**config.mk**
```make
export PLATFORM = sky130hd
export DESIGN_NAME = spisp_port
export DESIGN_NICKNAME = d
export VERILOG_FILES = /design/src/spisp_pkg.sv /design/src/spisp_fifo.sv /design/src/spisp_port.sv
export VERILOG_INCLUDE_DIRS = /design/src
export SDC_FILE = /design/constraint.sdc
export NUM_CORES = 1
export LEC_CHECK = 0
export CORE_AREA = 8 8 126 128
export CTS_CLUSTER_SIZE = 24
export DETAILED_ROUTE_END_ITERATION = 10
export DIE_AREA = 0 0 134 136
export DONT_BUFFER_PORTS = 1
export PLACE_DENSITY = 0.82
export SETUP_SLACK_MARGIN = 0.15
export SLEW_MARGIN = 20
export SYNTH_ARGS = -nofsm -noshare
export SYNTH_HDL_FRONTEND = slang
export SYNTH_SLANG_ARGS = --single-unit
```
**constraint.sdc**
```tcl
create_clock -name i_ref_clk -period 3.3 [get_ports i_ref_clk]
set_clock_uncertainty 0.05 [all_clocks]
set_input_delay 0.66 -clock i_ref_clk [delete_from_list [all_inputs] [get_ports i_ref_clk]]
set_output_delay 0.66 -clock i_ref_clk [all_outputs]
set_load 0.01 [all_outputs]
```
**src/spisp_params.svh**
```systemverilog
`ifndef SPISP_PARAMS_SVH
`define SPISP_PARAMS_SVH

// ****************************************************************
// Timing and sizing constants
// ****************************************************************
`define SPISP_WORD_W 16
`define SPISP_TX_DEPTH 4
`define SPISP_BASE_LAST 2'h3
`define SPISP_EDGES_BYTE 6'h10
`define SPISP_EDGES_WORD 6'h20
`define SPISP_SEC_BASE 10'h008
`define SPISP_PRI_X64 10'h040
`define SPISP_PRI_X16 10'h010
`define SPISP_PRI_X4 10'h004
`define SPISP_PRI_X1 10'h001

// ****************************************************************
// Reset values
// ****************************************************************
`define SPISP_WORD_RESET 16'h0000

`endif

```
**src/spisp_pkg.sv**
```systemverilog
package spisp_pkg;

  typedef enum logic [1:0] {
    ST_IDLE = 2'b01,
    ST_SHIFT = 2'b10
  } spisp_mode_t;

  typedef struct packed {
    logic enable;
    logic master;
    logic word_width_select;
    logic clock_polarity_select;
    logic clock_edge_select;
    logic slave_select_enable;
    logic [1:0] primary_prescale;
    logic [2:0] secondary_prescale;
  } spisp_cfg_t;

  typedef struct packed {
    logic rx_full;
    logic receive_overflow_flag;
    logic port_done_flag;
  } spisp_status_t;

  typedef struct packed {
    spisp_mode_t state;
    logic [15:0] serial_shift_register;
    logic [15:0] receive_buffer;
    logic [5:0] cnt;
    logic [1:0] base;
    logic [9:0] pre;
    logic sck;
    logic sdo;
    logic loaded;
    logic rx_full;
    logic ovf;
    logic done;
    logic ww;
    logic sck_s1;
    logic sck_s2;
    logic sck_s3;
    logic sdi_s1;
    logic sdi_s2;
    logic ss_s1;
    logic ss_s2;
  } spisp_state_t;

endpackage : spisp_pkg

```
**src/spisp_fifo.sv**
```systemverilog
`timescale 1ns/100ps
`default_nettype none

module spisp_fifo #(
  parameter int W = 16,
  parameter int D = 4
) (
  input wire logic i_ref_clk,
  input wire logic i_reset_n,
  input wire logic i_in_valid,
  output logic o_in_ready,
  input wire logic [W-1:0] i_in_data,
  output logic o_out_valid,
  input wire logic i_out_ready,
  output logic [W-1:0] o_out_data
);

  localparam int AW = $clog2(D);

  typedef struct packed {
    logic [D-1:0][W-1:0] mem;
    logic [AW:0] wp;
    logic [AW:0] rp;
  } spisp_fifo_state_t;

  spisp_fifo_state_t s;
  spisp_fifo_state_t n;
  logic full;
  logic empty;

  // Pointers carry one extra wrap bit so full and empty are told apart.
  assign empty = (s.wp == s.rp);
  assign full = (s.wp[AW-1:0] == s.rp[AW-1:0]) && (s.wp[AW] != s.rp[AW]);
  assign o_in_ready = !full;
  assign o_out_valid = !empty;
  assign o_out_data = s.mem[s.rp[AW-1:0]];

  always_comb
  begin
    n = s;
    if (i_in_valid && !full)
    begin
      n.mem[s.wp[AW-1:0]] = i_in_data;
      n.wp = s.wp + {{AW{1'b0}}, 1'b1};
    end
    if (i_out_ready && !empty)
    begin
      n.rp = s.rp + {{AW{1'b0}}, 1'b1};
    end
  end

  always_ff @(posedge i_ref_clk or negedge i_reset_n)
  begin
    if (!i_reset_n)
    begin
      s <= '0;
    end
    else
    begin
      s <= n;
    end
  end

endmodule : spisp_fifo

`default_nettype wire

```
**src/spisp_port.sv**
```systemverilog
`include "spisp_params.svh"
`timescale 1ns/100ps
`default_nettype none

module spisp_port
  import spisp_pkg::*;
(
  input wire logic i_ref_clk,
  input wire logic i_reset_n,
  input wire spisp_cfg_t i_cfg,
  input wire logic i_wr_valid,
  input wire logic [`SPISP_WORD_W-1:0] i_wr_data,
  output logic o_wr_ready,
  input wire logic i_rd_strobe,
  output logic [`SPISP_WORD_W-1:0] o_rd_data,
  input wire logic i_done_clear,
  input wire logic i_irq_enable,
  output logic o_irq,
  output spisp_status_t o_status,
  input wire logic i_shift_clock,
  output logic o_shift_clock,
  output logic o_shift_clock_oe,
  input wire logic i_serial_data_in,
  output logic o_serial_data_out,
  output logic o_serial_data_oe,
  input wire logic i_slave_select_n
);

  // ****************************************************************
  // Helpers
  // ****************************************************************
  function automatic logic msb_of(input logic [15:0] v, input logic ww);
    msb_of = ww ? v[15] : v[7];
  endfunction : msb_of

  function automatic logic [5:0] edges_of(input logic ww);
    edges_of = ww ? `SPISP_EDGES_WORD : `SPISP_EDGES_BYTE;
  endfunction : edges_of

  function automatic logic [9:0] limit_of(input logic [1:0] p, input logic [2:0] q);
    logic [9:0] pf;
    pf = `SPISP_PRI_X1;
    unique case (p)
      2'h0: pf = `SPISP_PRI_X64;
      2'h1: pf = `SPISP_PRI_X16;
      2'h2: pf = `SPISP_PRI_X4;
      2'h3: pf = `SPISP_PRI_X1;
    endcase
    limit_of = pf * (`SPISP_SEC_BASE - {7'h00, q});
  endfunction : limit_of

  spisp_state_t s;
  spisp_state_t n;
  logic tx_valid;
  logic [15:0] tx_data;
  logic pop;
  logic edge_ev;
  logic smp;
  logic chg;
  logic leading;
  logic word_done;
  logic done_evt;
  logic ss_idle;
  logic abort;
  logic load_idle;
  logic [5:0] total;
  logic [9:0] limit;
  logic [15:0] shifted;
  logic [15:0] rx_word;

  // ****************************************************************
  // Transmit buffer
  // ****************************************************************
  // shared data port
  spisp_fifo #(
    .W(`SPISP_WORD_W),
    .D(`SPISP_TX_DEPTH)
  ) u_tx_fifo (
    .i_ref_clk(i_ref_clk),
    .i_reset_n(i_reset_n),
    .i_in_valid(i_wr_valid),
    .o_in_ready(o_wr_ready),
    .i_in_data(i_wr_data),
    .o_out_valid(tx_valid),
    .i_out_ready(pop),
    .o_out_data(tx_data)
  );

  // ****************************************************************
  // Next-state logic
  // ****************************************************************
  always_comb
  begin
    n = s;
    n.sck_s1 = i_shift_clock;
    n.sck_s2 = s.sck_s1;
    n.sck_s3 = s.sck_s2;
    n.sdi_s1 = i_serial_data_in;
    n.sdi_s2 = s.sdi_s1;
    n.ss_s1 = i_slave_select_n;
    n.ss_s2 = s.ss_s1;
    n.ww = i_cfg.word_width_select;
    pop = 1'b0;
    edge_ev = 1'b0;
    total = edges_of(s.ww);
    limit = limit_of(i_cfg.primary_prescale, i_cfg.secondary_prescale);
    ss_idle = i_cfg.slave_select_enable && s.ss_s2;
    // A width change mid-word would misalign the counters, so it aborts.
    abort = !i_cfg.enable || (i_cfg.word_width_select != s.ww);
    if (i_cfg.master && s.state == ST_SHIFT)
    begin
      n.base = s.base + 2'h1;
      if (s.base == `SPISP_BASE_LAST)
      begin
        if (s.pre >= limit - 10'h001)
        begin
          n.pre = 10'h000;
          edge_ev = 1'b1;
        end
        else
        begin
          n.pre = s.pre + 10'h001;
        end
      end
    end
    else if (!i_cfg.master)
    begin
      n.base = 2'h0;
      n.pre = 10'h000;
      edge_ev = !s.ovf && !ss_idle && (s.sck_s2 != s.sck_s3);
    end
    else
    begin
      n.base = 2'h0;
      n.pre = 10'h000;
    end
    leading = (s.cnt[0] == 1'b0);
    smp = edge_ev && (leading == i_cfg.clock_edge_select);
    chg = edge_ev && !smp;
    if (edge_ev)
    begin
      n.cnt = s.cnt + 6'h01;
      if (i_cfg.master)
      begin
        n.sck = !s.sck;
      end
      if (s.cnt == total - 6'h01)
      begin
        n.cnt = 6'h00;
        n.state = ST_IDLE;
      end
    end
    shifted = {s.serial_shift_register[14:0], s.sdi_s2};
    rx_word = s.ww ? shifted : {8'h00, shifted[7:0]};
    if (chg)
    begin
      n.sdo = msb_of(s.serial_shift_register, s.ww);
    end
    if (smp)
    begin
      n.serial_shift_register = shifted;
    end
    word_done = smp && (s.cnt == total - {5'h00, i_cfg.clock_edge_select} - 6'h01);
    done_evt = i_cfg.master ? (edge_ev && s.cnt == total - 6'h02) : word_done;
    if (i_rd_strobe)
    begin
      n.rx_full = 1'b0;
      n.ovf = 1'b0;
    end
    if (word_done)
    begin
      n.loaded = 1'b0;
      if (s.rx_full && !i_rd_strobe)
      begin
        n.ovf = 1'b1;
      end
      else
      begin
        n.receive_buffer = rx_word;
        n.rx_full = 1'b1;
      end
    end
    load_idle = !s.loaded && !s.ovf && s.state == ST_IDLE && s.cnt == 6'h00 && !edge_ev;
    if (tx_valid && (word_done || load_idle))
    begin
      pop = 1'b1;
      n.serial_shift_register = tx_data;
      n.loaded = 1'b1;
      n.sdo = msb_of(tx_data, s.ww);
    end
    if (i_cfg.master && s.state == ST_IDLE && s.loaded && !s.ovf)
    begin
      n.state = ST_SHIFT;
    end
    if (!i_cfg.master || s.state == ST_IDLE)
    begin
      n.sck = i_cfg.clock_polarity_select;
    end
    if (!i_cfg.master && ss_idle)
    begin
      n.cnt = 6'h00;
    end
    if (abort)
    begin
      n.state = ST_IDLE;
      n.cnt = 6'h00;
      n.base = 2'h0;
      n.pre = 10'h000;
      n.sck = i_cfg.clock_polarity_select;
    end
    if (i_done_clear)
    begin
      n.done = 1'b0;
    end
    if (done_evt)
    begin
      n.done = 1'b1;
    end
  end

  always_ff @(posedge i_ref_clk or negedge i_reset_n)
  begin
    if (!i_reset_n)
    begin
      s <= '0;
      s.state <= ST_IDLE;
      s.serial_shift_register <= `SPISP_WORD_RESET;
      s.receive_buffer <= `SPISP_WORD_RESET;
      s.ss_s1 <= 1'b1;
      s.ss_s2 <= 1'b1;
    end
    else
    begin
      s <= n;
    end
  end

  // ****************************************************************
  // Outputs
  // ****************************************************************
  // gated interrupt
  assign o_irq = s.done && i_irq_enable;
  assign o_rd_data = s.receive_buffer;
  assign o_status = '{rx_full: s.rx_full, receive_overflow_flag: s.ovf, port_done_flag: s.done};
  assign o_shift_clock = s.sck;
  assign o_shift_clock_oe = i_cfg.enable && i_cfg.master;
  assign o_serial_data_out = s.sdo;
  assign o_serial_data_oe = i_cfg.enable && (i_cfg.master || !ss_idle);

  // ****************************************************************
  // Checks
  // ****************************************************************
  a_irq_gate: assert property (
    @(posedge i_ref_clk) disable iff (!i_reset_n)
    (done_evt && !i_done_clear) ##1 i_irq_enable |-> o_irq)
    else $error("Interrupt missing after completion.");

  a_copy_word: assert property (
    @(posedge i_ref_clk) disable iff (!i_reset_n)
    (word_done && !s.rx_full) |=> (s.rx_full && s.receive_buffer == $past(rx_word)))
    else $error("Received word not copied.");

  a_overflow_drop: assert property (
    @(posedge i_ref_clk) disable iff (!i_reset_n)
    (word_done && s.rx_full && !i_rd_strobe) |=> (s.ovf && $stable(s.receive_buffer)))
    else $error("Overflow not flagged or buffer overwritten.");

  a_overflow_hold: assert property (
    @(posedge i_ref_clk) disable iff (!i_reset_n)
    (s.ovf && !i_rd_strobe) |=> $stable(s.serial_shift_register))
    else $error("Shift register moved during overflow.");

  a_master_start: assert property (
    @(posedge i_ref_clk) disable iff (!i_reset_n)
    (i_cfg.master && !abort && s.state == ST_IDLE && s.loaded && !s.ovf) |=> s.state == ST_SHIFT)
    else $error("Master did not start with data loaded.");

  a_edge_total: assert property (
    @(posedge i_ref_clk) disable iff (!i_reset_n)
    (i_cfg.master && !abort && s.state == ST_SHIFT && edge_ev && s.cnt == total - 6'h01) |=>
    (s.state == ST_IDLE && s.cnt == 6'h00))
    else $error("Master word did not end after the full edge count.");

  a_idle_level: assert property (
    @(posedge i_ref_clk) disable iff (!i_reset_n)
    (s.state == ST_IDLE && !s.loaded) ##1 (s.state == ST_IDLE) |-> o_shift_clock == $past(i_cfg.clock_polarity_select))
    else $error("Shift clock not at idle level.");

  a_ss_release: assert property (
    @(posedge i_ref_clk) disable iff (!i_reset_n)
    (!i_cfg.master && i_cfg.slave_select_enable && s.ss_s2) |=> (s.cnt == 6'h00))
    else $error("Counters not reset on slave select release.");

  a_ss_output: assert property (
    @(posedge i_ref_clk) disable iff (!i_reset_n)
    (!i_cfg.master && i_cfg.slave_select_enable && s.ss_s2) |-> !o_serial_data_oe)
    else $error("Data output driven while deselected.");

  a_change_edge: assert property (
    @(posedge i_ref_clk) disable iff (!i_reset_n)
    (smp && !pop) |=> $stable(s.sdo))
    else $error("Data output changed on sample edge.");

endmodule : spisp_port

`default_nettype wire

```
Word-level counts from Yosys, hierarchy flattened

Index checks and enable logic that the tools add are counted.
W data, S select, Z words.

Register bits after elaboration: 136
Latch bits: 0
Memory bits (writable): 0
Memory bits (read-only): 0
Output and inout bits: 25
Memories kept: 0

Add/sub/neg operators: 11
Multiply operators: 1
Div/mod/pow operators: 0
Order comparisons: 4
Eq/ne operators: 16
Shifts and indexed selects: 0
Muxes and demuxes: 40
Bitwise logic cells: 2
Reduce and logical (&&, ||, !) cells: 54

Operators by type and width:

| kind                    | number |
|---|---|
| $mux W16                | 5 |
| $bwmux W64              | 1 |
| $pmux W10 S4            | 1 |
| $bmux W16 S2            | 1 |
| $demux W16 S2           | 1 |
| $logic_and A1 B1 Y1     | 25 |
| $mux W6                 | 4 |
| $mux W10                | 2 |
| $mux W19                | 1 |
| $eq A6 B6 Y1            | 3 |
| $mux W1                 | 16 |
| $reduce_bool A3 Y1      | 5 |
| $mux W12                | 1 |
| $mux W2                 | 6 |
| $sub A6 B1 Y6 const B   | 2 |
| $logic_not A1 Y1        | 11 |
| $add A10 B1 Y10 const B | 1 |
| $ge A10 B10 Y1          | 1 |
| $mul A10 B5 Y10         | 1 |
| $sub A10 B1 Y10 const B | 1 |
| $eq A2 B2 Y1 const B    | 4 |
| $reduce_bool A2 Y1      | 4 |
| $add A3 B1 Y3 const B   | 2 |
| $add A6 B1 Y6 const B   | 1 |
| 18 further kinds        | 28 |

Longest topological paths before layout

Gate-level depths: netlist of run 1.

Word-level depth: 14
Mapped depth: 25

By module

Synthesis of run 1 repeated with hierarchy kept, for this count alone.

Cells, all modules: 624
Area total of the unflattened synthesis: 7785.0 sq um

Modules (own cells, without submodules):

| module     | times used | cells each | area an instance (sq um) | sequential area each (sq um) |
|---|---|---|---|---|
| spisp_port | 1          | 426        | 4349.2                   | 1655.3 |
| spisp_fifo | 1          | 198        | 3435.8                   | 1751.7 |

Worst setup path before layout of run 1

Ideal clock, no wire load.

Path type: input-to-reg
Start point: input i_cfg[0] (netlist name)
End point: register s (netlist bit o_rd_data[6])
Setup time: 0.125 ns
Data arrival time: 5.162 ns
Slack: -2.037 ns
Stages: 22
Path buffers: 2
Path through: inv_1 > ha_1 > xor2_1 > nor2_1 > ha_1 > xor2_1 > ha_1 > ha_1 > a21o_1 > a21oi_1 > nor2b_1 > o21a_1 > o41ai_1 > xnor2_1 > ha_1 > nand4_2 > o311a_1 > o21a_1 > buf_6 > nor3_4 > buf_8 > mux2_4

Cells in the longest elaborated chain, start to end: 10

Ends and longest elaborated chain:

| item                               | line              | RTL |
|---|---|---|
| from (decl)                        | spisp_port.sv:10  | `input wire spisp_cfg_t i_cfg,` |
| $sub A4 B3 Y5 (no source line)     | --                |  |
| $mul A10 B5 Y10                    | spisp_port.sv:49  | `` limit_of = pf * (`SPISP_SEC_BASE - {7'h00, q}); `` |
| $sub A10 B1 Y10                    | spisp_port.sv:115 | `if (s.pre >= limit - 10'h001)` |
| $ge A10 B10 Y1                     | spisp_port.sv:115 |  |
| $mux W1                            | spisp_port.sv:115 |  |
| $mux W1                            | spisp_port.sv:113 | `` if (s.base == `SPISP_BASE_LAST) `` |
| $mux W1                            | spisp_port.sv:110 | `if (i_cfg.master && s.state == ST_SHIFT)` |
| $logic_and A1 B1 Y1                | spisp_port.sv:138 | `smp = edge_ev && (leading == i_cfg.clock_edge_select);` |
| $logic_and A1 B1 Y1                | spisp_port.sv:163 | `word_done = smp && (s.cnt == total - {5'h00, i_cfg.clock_edge_select} - 6'h01);` |
| $reduce_and A2 Y1 (no source line) | --                |  |
| to (signal assigned)               | spisp_port.sv:234 | `s <= n;` |
| to (decl)                          | spisp_port.sv:52  | `spisp_state_t s;` |

Every way passes these cells.
A chain may end at the register's enable or synchronous reset.

Worst setup path in the final report of run 1

Start point: input i_cfg[0] (netlist name)
End point: register s[63] (netlist name)

Cells in the longest elaborated chain, start to end: 12
Elaborated cells on any way between the ends: 15
Classes of those cells: add/sub: 2; mul: 1; order compare: 1; mux: 4; reduce/logical: 7

Ends and longest elaborated chain:

| item                                                           | line                                 | RTL |
|---|---|---|
| $sub A4 B3 Y5 (no source line) (*)                             | --                                   |  |
| $mul A10 B5 Y10 (*)                                            | spisp_port.sv:49                     |  |
| $sub A10 B1 Y10 (*)                                            | spisp_port.sv:115                    |  |
| $ge A10 B10 Y1 (*)                                             | spisp_port.sv:115                    |  |
| $mux W1 (*)                                                    | spisp_port.sv:115                    |  |
| $mux W1 (*)                                                    | spisp_port.sv:113                    |  |
| $mux W1 (*)                                                    | spisp_port.sv:110                    |  |
| $logic_and A1 B1 Y1 / $logic_not A1 Y1 (equally long branches) | spisp_port.sv:138, spisp_port.sv:183 |  |
| $logic_and A1 B1 Y1 (on tied branches)                         | spisp_port.sv:163, spisp_port.sv:183 |  |
| $logic_or A1 B1 Y1                                             | spisp_port.sv:184                    | `if (tx_valid && (word_done \|\| load_idle))` |
| $logic_and A1 B1 Y1                                            | spisp_port.sv:184                    |  |
| $mux W16 / $reduce_bool A2 Y1 (equally long branches)          | --                                   |  |

Every way passes the cells marked *; elsewhere a longest branch is shown, timed or not.

==> results of run 1 <==
==> cells by family (layout without fill, tap and decap cells) <==
| group | after synthesis | count (layout) | synth area share [%] |
|---|---|---|---|
| flops | 136 | 136 | 45.5 |
| compound gates | 125 | 125 | 11.0 |
| simple gates | 124 | 124 | 8.68 |
| mux | 103 | 103 | 17.9 |
| buf+inv | 89 | 132 | 6.16 |
| fa+ha+maj | 46 | 46 | 7.98 |
| xor+xnor | 24 | 24 | 2.81 |
==> layout make-up <==
class	count	area share (%)
inverter	41	1.98
clock buffer	17	4.71
tap	184	2.55
clock inverter	15	1.68
timing repair buffer	59	6.94
multi-input combinational	422	44.4
sequential	136	37.7
==> cell usage after synthesis (2+ instances only) <==
master,n,area (um^2)
o31ai_1,2,15.0
nor4_1,4,25.0
ha_1,43,538
nand2_1,39,146
mux2i_1,13,130
mux2_2,70,788
mux2_4,2,30.0
and3_1,7,43.8
o41ai_1,2,17.5
mux4_2,16,360
o311ai_0,2,17.5
nor2_1,13,48.8
nor3b_1,2,15.0
buf_6,4,45.0
o22ai_1,3,18.8
o21ai_0,49,245
a2bb2oi_1,14,123
nand4_1,3,18.8
inv_1,41,154
o211ai_1,4,30.0
clkbuf_1,14,52.6
or3_1,4,25.0
nor2b_1,6,37.5
a21o_1,20,150
dfrtp_1,133,3330
a21oi_1,12,60.1
fa_1,3,60.1
nand3_1,19,95.1
dfstp_2,3,78.8
o21a_1,4,30.0
nand4b_1,3,26.3
buf_2,8,40.0
buf_4,20,150
nor3_1,7,35.0
and2_1,8,50.1
nand2b_1,4,25.0
xnor2_1,12,105
o2bb2a_1,2,20.0
xor2_1,12,105
==> state kept, by name, summed over array words and instances, names as in the netlist <==
signal / count
u_tx_fifo.s: 70
s: 41
o_rd_data: 16
n: 4
o_status: 3
o_serial_data_out: 1
o_shift_clock: 1
==> routing by layer <==
layer / vias to the layer above / routed length, um
met1: 2736 / 7290
met2: 176 / 9620
met4: 0 / 493
met5: - / 0
met3: 44 / 1030
li1: 2371 / -
==> critical path: stages <==
cell,delay (ns)
inv_12,0.03
ha_4,0.14
xor2_4,0.19
nor2_2,0.06
ha_1,0.29
xor2_1,0.15
ha_1,0.29
ha_1,0.27
a21o_1,0.18
a21oi_4,0.17
nor2b_4,0.05
o21a_1,0.19
o41ai_2,0.33
xnor2_1,0.12
ha_1,0.32
nand4_2,0.09
buf_4,0.17
nor2_1,0.13
a21oi_2,0.11
o21a_1,0.22
buf_6,0.17
buf_12,0.14
o21ai_1,0.30
o2bb2a_4,0.21
==> worst max path at each step <==
| stage | from | end | slack, ns | cells past startpoint |
|---|---|---|---|---|
| after global placement | i_cfg[1] | o_rd_data[5] | -1.73 | 21 |
| after CTS | i_cfg[0] | o_rd_data[2] | -1.32 | 21 |
| after detailed placement | i_cfg[0] | o_rd_data[9] | -1.86 | 22 |
| final | i_cfg[0] | s[63] | -1.42 | 24 |
| after global routing | i_cfg[0] | s[65] | -1.61 | 25 |
| after floorplan | i_cfg[1] | o_rd_data[6] | -1.78 | 22 |
==> cell usage in the layout (no fill, tap or decap), types with 4 or more instances in the layout <==
master	synthesis	final
mux4_2	16	16
nor4_1	4	4
inv_1	41	37
a21o_1	20	20
xnor2_1	12	10
inv_6	0	5
dfrtp_1	133	133
o21ai_0	49	21
nor2_1	13	11
a2bb2oi_2	0	14
nand3_1	19	18
clkinv_4	0	4
buf_6	4	13
a21oi_2	0	5
nor3_1	7	5
nand2b_1	4	4
clkbuf_16	0	20
mux2i_1	13	12
mux2_2	70	64
nand2_1	39	38
xor2_1	12	11
mux2_4	2	9
inv_8	0	5
and2_1	8	8
o21ai_1	0	26
ha_1	43	38
o211ai_1	4	4
ha_4	0	4
buf_4	20	36
and3_1	7	7
a21oi_1	12	6
nor2b_1	6	5
o21a_1	4	4
buf_12	0	6
==> where the power goes <==
group	leakage (uW)	switching, uW	internal [uW]
Clock	0.000286	843	1010
Sequential	0.00163	378	2240
Combinational	0.00216	1110	1500
==> timing repair <==
action,CTS,global route
cloned,0,4
setup buffers,8,7
pin swaps,20,32
endpoints found under the hold margin,133,133
setup endpoints to repair,59,59
resized for setup,45,65
==> stage by stage <==
step	power [uW]	instance area, um^2	cells	hold WS [ns]	worst slack, ns
2_1_floorplan	4230	7590	647	0.281	-1.78
3_3_place_gp	4620	7850	823	0.284	-1.73
3_5_place_dp	4790	7850	823	0.286	-1.86
4_1_cts	6690	8640	863	-0.129	-1.32
5_1_grt	7380	9030	874	-0.134	-1.61
6_report	7080	9030	874	-0.125	-1.42
==> impl_metrics.tcl, run 1 <==
set metrics [dict create \
    status "complete, but fails checks" \
    failed_checks "hold timing, setup timing" \
    synth-seq-cells 136 \
    dieArea_um2 18200 \
    worstMarginPinSlew_ns 0.777 \
    cts.sinks 136 \
    cts_max_path_buffers 2 \
    ant_nets 0 \
    dp_hpwl_um 11400 \
    cap_violations 0 \
    grt_overflow_total 0 \
    whs_ns -0.125 \
    vdd_drop_max_uv 648 \
    r2r-end "s[63]" \
    grtUsageMet3_pct 4.32 \
    use_met1_pct 21.9 \
    drc 0 \
    synth_ff_type "dfrtp_1" \
    crit_fanout 5 \
    cts_root_buffer "clkbuf_16" \
    crit_path_start_kind "input port" \
    clk-insertion-delay-late_ns 0.43 \
    area_growth_syn_to_layout_pct 20.5 \
    required_ns 3.57 \
    antenna_found_initial 0 \
    first_global_vias 5428 \
    grt_use_met2_pct 34.9 \
    ys_warn_count 0 \
    rsz0062_at_grt "yes" \
    rr_startpoint "s[24]" \
    fmax_mhz 212 \
    cp.arrival_ns 4.99 \
    slew_violations 0 \
    start_util_pct 53.4 \
    fillers 966 \
    antennaDiodeCount 0 \
    ys_types 59 \
    fp.dieW_um 134 \
    async_reset_ff_share_pct 100 \
    yosysSeqAreaShare_pct 45.5 \
    finalWorstSetupSlack_ns -1.42 \
    final_layout_size_suffix_gt1_share_pct 35.2 \
    crit_type "in -> reg" \
    coreArea_um2 14000 \
    wirelength_um 18400 \
    htreeDepth 4 \
    clk_pin_slew_ns 0.07 \
    leakagePower_uw 0.00407 \
    grt_usage_pct 19.3 \
    tns_ns -76.30 \
    synth_nets 729 \
    hold_violations 133 \
    io_buffers 0 \
    end_kind "flip-flop" \
    drt_first_pass_iters 5 \
    std_cell_rows 44 \
    fin_nets 759 \
    top_usage_layer "met2" \
    wire_per_inst_um 21.1 \
    grt_max_degree 137 \
    vias 5327 \
    setup_viol 59 \
    rrSetupSlack_ns 0.51 \
    vias_per_cell 6.09 \
    synth.avg_cell_area_um2 11.6 \
    grt_first_pass_wirelength_um 28100 \
    period_share_pct 143 \
    maxSlewHeadroom_pct 46.8 \
    gp_congestion 0.849 \
    multiInputGateArea_um2 4010 \
    post-route-util_pct 64.3 \
    fin_crit_ns 4.72 \
    drtIter0Drc 391 \
    synth-edff-count 0 \
    die_height_um 136 \
    hold_class "in -> async" \
    powerDensity_nw_per_um2 784 \
    syn_inst 647 \
    cts_tree "yes" \
    regArea_um2 3410 \
    cts_buffers 17 \
    syn_area_um2 7490 \
    ioPinCount 61 \
    ff2ff_path_depth 9 \
]
Power figures use the tool's default switching activity.
==> run 2: changes to the inputs <==
==> constraint.sdc (replaced) <==
create_clock -name i_ref_clk -period 5.9 [get_ports i_ref_clk]
set_clock_uncertainty 0.05 [all_clocks]
set_input_delay 1.18 -clock i_ref_clk [delete_from_list [all_inputs] [get_ports i_ref_clk]]
set_output_delay 1.18 -clock i_ref_clk [all_outputs]
set_load 0.01 [all_outputs]
==> impl_metrics.tcl, run 2 (synthesis gave the netlist of run 1 again) <==
set metrics [dict create \
    status "complete, no violations" \
    fin_crit_ns 5.43 \
    antennaDiodeCount 0 \
    post_cts_buffers 0 \
    vias 4907 \
    dpl.cell_count 796 \
    cap_violations 0 \
    period_share_pct 92.0 \
    dp_hpwl_um 11300 \
    dp_slack_ns -0.0483 \
    wirelength_um 15900 \
    largest_register_ffs 70 \
    grt_overflow_total 0 \
    wire_per_inst_um 19.2 \
    ant_nets 0 \
    crit_fanout 35 \
    layout_common_cells "dfrtp_1, mux2_2, o21ai_0" \
    leakagePower_uw 0.00372 \
    r2r-end "u_tx_fifo.s[58]" \
    final_layout_size_suffix_gt1_share_pct 22.0 \
    clk-insertion-delay-late_ns 0.42 \
    cts_max_path_buffers 2 \
    fin_area_um2 8170 \
    vdd_drop_max_uv 360 \
    rsz0062_at_grt "no" \
    die_height_um 136 \
    drc 0 \
    fp.dieW_um 134 \
    instances_no_fill 828 \
    whs_path_depth 0 \
    first_global_vias 5262 \
    gp_congestion 0.859 \
    crit_path_start_kind "input port" \
    start_util_pct 53.4 \
    crit_type "in -> reg" \
    drt_first_pass_iters 4 \
    min_from "n[2]" \
    worstMarginPinSlew_ns 0.880 \
    antenna_found_initial 0 \
    maxSlewHeadroom_pct 41.3 \
    worst_hold_path.endpoint "s[2]" \
    hold_violations 0 \
    dieArea_um2 18200 \
    grt_max_degree 137 \
    setup_viol 0 \
    rr_startpoint "u_tx_fifo.s[1]" \
    place_area_um2 7520 \
    cts.sinks 136 \
    cp.arrival_ns 5.68 \
    std_cell_rows 44 \
    end_kind "flip-flop" \
    coreArea_um2 14000 \
    slew_violations 0 \
    regMostFlops "u_tx_fifo.s" \
    ff2ff_path_depth 6 \
    area_growth_syn_to_layout_pct 9.05 \
    fin_nets 713 \
    fillers 1115 \
    final_common_cell "dfrtp_1" \
    htreeDepth 4 \
    finalWorstSetupSlack_ns 0.471 \
    fmax_mhz 184 \
    hold_class "reg -> reg" \
    io_buffers 0 \
    cts_buffers 17 \
    cts_tree "yes" \
    ioPinCount 61 \
    powerDensity_nw_per_um2 461 \
    drtIter0Drc 325 \
    grt_usage_pct 18.6 \
    cts_root_buffer "clkbuf_16" \
    rrSetupSlack_ns 2.93 \
    clk_pin_slew_ns 0.06 \
    grt_first_pass_wirelength_um 26600 \
    vias_per_cell 5.93 \
    required_ns 6.15 \
]
-- run 2: cell type report --
type                       instances  area [um^2]  area share [%]
sequential                       136         3410            41.7
clock inverter                     9          161            1.98
clock buffer                      23          478            5.85
tap                              184          230            2.82
timing repair buffer              13          101            1.24
inverter                          41          154            1.88
multi-input combinational        422         3640            44.5
-- run 2: how the worst max path moves through the flow --
stage | endpoint | start | slack (ns) | cells past startpoint
after floorplan | o_rd_data[6] | i_cfg[0] | 0.18 | 22
after global placement | s[49] | i_cfg[0] | 0.18 | 21
after detailed placement | s[59] | i_cfg[0] | -0.05 | 21
after CTS | s[59] | i_cfg[0] | 0.38 | 21
after global routing | o_rd_data[13] | i_cfg[0] | 0.17 | 22
final | s[63] | i_cfg[0] | 0.47 | 21
-- run 2: critical path: stages --
cell	delay [ns]
inv_1	0.06
ha_1	0.19
xor2_2	0.21
nor2_1	0.07
ha_1	0.33
xor2_1	0.17
ha_1	0.29
ha_1	0.30
a21o_1	0.18
a21oi_1	0.20
nor2b_1	0.07
o21a_1	0.19
o41ai_2	0.24
xnor2_1	0.12
ha_1	0.31
nand4_2	0.14
o311a_1	0.43
o21a_1	0.25
buf_4	0.24
o21ai_0	0.24
o2bb2a_1	0.25
-- run 2: report_power, final --
part           leakage, uW  switching, uW  internal, uW
clock             0.000305            398           745
combinational      0.00179            488           668
sequential         0.00163            214          1250
-- run 2: per-layer routing --
layer | wire length, um | global-route usage, % | up-vias
met1 | 6330 | 20.3 | 2509
met2 | 8450 | 33.3 | 116
met5 | 0 | 0 | -
met4 | 149 | 5.55 | 0
met3 | 1000 | 6.54 | 13
li1 | - | - | 2269
-- run 2: repair_timing --
action | CTS | global route
resized for setup | 0 | 2
hold buffers | 0 | 0
setup endpoints to repair | 0 | 24
-- run 2: per-stage QoR --
step           power, uW  utilization, %  hold WS, ns  TNS [ns]
2_1_floorplan       2360               -        0.281         0
3_3_place_gp        2530            53.6        0.287         0
3_5_place_dp        2630            53.6        0.286    -0.314
4_1_cts             3790            58.1        0.300         0
5_1_grt             3960            58.2        0.310         0
6_report            3770            58.2        0.298         0
==> run 3: changes to the inputs <==
--- a/config.mk
+++ b/config.mk
@@ -6,12 +6,13 @@
 export SDC_FILE = /design/constraint.sdc
 export NUM_CORES = 1
 export LEC_CHECK = 0
-export CORE_AREA = 8 8 126 128
+export CAP_MARGIN = 20
+export CORE_AREA = 8 8 144 113
 export CTS_CLUSTER_SIZE = 24
 export DETAILED_ROUTE_END_ITERATION = 10
-export DIE_AREA = 0 0 134 136
+export DIE_AREA = 0 0 152 121
 export DONT_BUFFER_PORTS = 1
-export PLACE_DENSITY = 0.82
+export PLACE_DENSITY = 0.81
 export SETUP_SLACK_MARGIN = 0.15
 export SLEW_MARGIN = 20
 export SYNTH_ARGS = -nofsm -noshare
==> impl_metrics.tcl, run 3 (synthesis gave the netlist of run 1 again) <==
set metrics [dict create \
    status "complete, no violations" \
    fillers 1055 \
    vias 5012 \
    end_kind "flip-flop" \
    cp.arrival_ns 5.82 \
    slowest_delay_ns 0.42 \
    cp_top_family "adder cells" \
    start_util_pct 53.4 \
    io_buffers 0 \
    crit_type "in -> reg" \
    period_share_pct 94.2 \
    grt_usage_pct 18.7 \
    cp_slowest_cell "o311a_4" \
    tns_ns 0 \
    hold_violations 0 \
    fin_area_um2 8300 \
    seq_power_share_pct 39.1 \
    slew_violations 0 \
    wirelength_um 16800 \
    fmax_mhz 180 \
    leakagePower_uw 0.00378 \
    fp.dieW_um 152 \
    crit_path_start_kind "input port" \
    cts_buffers 17 \
    cts_root_buffer "clkbuf_16" \
    cts_tree "yes" \
    cts.sinks 136 \
    worst-path-buf-inv 5 \
    wire_per_inst_um 20.1 \
    vdd_drop_max_uv 310 \
    grt_max_degree 137 \
    largest_register_ffs 70 \
    die_height_um 121 \
    p_switching_uw 1180 \
    rsz0062_at_grt "no" \
    drc 0 \
    final_common_cell "dfrtp_1" \
    place_area_um2 7550 \
    clk_pin_slew_ns 0.06 \
    dp_hpwl_um 11500 \
    area_growth_syn_to_layout_pct 10.7 \
    antennaDiodeCount 0 \
    crit_fanout 5 \
    gp_congestion 0.861 \
    cpMostUsedCell "ha_1" \
    drt_first_pass_iters 5 \
    drtIter0Drc 507 \
    grt_first_pass_wirelength_um 27400 \
    dieArea_um2 18400 \
    fin_crit_ns 5.56 \
    cap_violations 0 \
    setup_viol 0 \
    vias_per_cell 6.00 \
    switching_share_pct 31.8 \
    grt_overflow_total 0 \
    htreeDepth 4 \
    internal_power_uw 2540 \
    required_ns 6.16 \
    maxSlewHeadroom_pct 40.8 \
    final_layout_size_suffix_gt1_share_pct 24.8 \
    ant_nets 0 \
    pwr-share-clk_pct 27.9 \
    hold_class "reg -> reg" \
    ioPinCount 61 \
    powerDensity_nw_per_um2 449 \
    coreArea_um2 14000 \
    fin_nets 725 \
    combPwrFrac_pct 33.0 \
    layout_common_cells "dfrtp_1, mux2_2, o21ai_0" \
    path_cells "inv_1 -> ha_1 -> xor2_2 -> nor3b_2 -> ha_1 -> inv_1 -> ha_1 -> inv_1 -> ha_1 -> ha_1 -> a21oi_2 -> nor2b_1 -> o21a_1 -> o41ai_2 -> xnor2_1 -> ha_1 -> nand4_4 -> o311a_4 -> o21a_4 -> nor3_4 -> buf_6 -> buf_12 -> mux2_2" \
    first_global_vias 5198 \
    clk-insertion-delay-late_ns 0.43 \
    antenna_found_initial 0 \
    cts_max_path_buffers 2 \
    std_cell_rows 38 \
    regMostFlops "u_tx_fifo.s" \
    worstMarginPinSlew_ns 0.886 \
]
## run 3: final timing paths
check / start / end / slack [ns] / cells past startpoint
min reg2reg: n[5] / n[4] / 0.30 / 0
max in group asynchronous: i_reset_n / s[0] / 5.16 / 0
max: i_cfg[0] / o_rd_data[5] / 0.34 / 23
max reg2reg: s[7] / s[55] / 3.12 / 6
min: n[5] / n[4] / 0.30 / 0
min in group asynchronous: i_reset_n / u_tx_fifo.s[50] / 0.39 / 0
## run 3: stage by stage
step | util (%) | worst slack (ns) | std cells | total power, uW | hold slack (ns)
final | 59.1 | 0.341 | 836 | 3720 | 0.301
after global placement | 53.8 | 0.00256 | 793 | 2560 | 0.290
after global routing | 59.1 | 0.149 | 836 | 3900 | 0.308
after CTS | 58.0 | 0.290 | 825 | 3710 | 0.305
after detailed placement | 53.8 | -0.296 | 793 | 2660 | 0.291
after floorplan | - | 0.178 | 647 | 2360 | 0.281
## run 3: power by group through the flow
stage	sequential [uW]	combinational [uW]	clock, uW
2_1_floorplan	1380	976	0
3_3_place_gp	1420	1140	0
3_5_place_dp	1460	1200	0
4_1_cts	1450	1210	1050
5_1_grt	1490	1330	1090
6_report	1460	1230	1040
## run 3: final cells by class
type                            instances  area [um^2]  share of cell area, %
Clock inverter                         13          135                   1.63
Tap cell                              180          225                   2.71
Inverter                               41          154                   1.86
Sequential cell                       136         3410                   41.1
Clock buffer                           19          443                   5.34
Multi-Input combinational cell        422         3700                   44.6
Timing Repair Buffer                   25          234                   2.82
## run 3: worst register-to-register path: stages, from the launching register on
cell      delay, ns
dfrtp_1        0.56
xor2_1         0.26
nor3_1         0.66
and4_4         0.52
mux2i_4        0.13
buf_4          0.22
o2bb2a_1       0.29
## run 3: per-layer routing
layer  vias up  track usage (%)  share of wire (%)
li1       2311                -                  -
met1      2494             22.7                 42
met2       169             30.7                 48
met3        38             6.58                7.5
met4         0             6.41                2.2
met5         -                0                  0
## run 3: repair_timing
item,in CTS,in global routing
resized for setup,1,10
hold buffers,0,0
pin swaps,0,11
setup endpoints to repair,7,51
buffers inserted,0,10
hold endpoints to repair,0,0
cloned,0,1
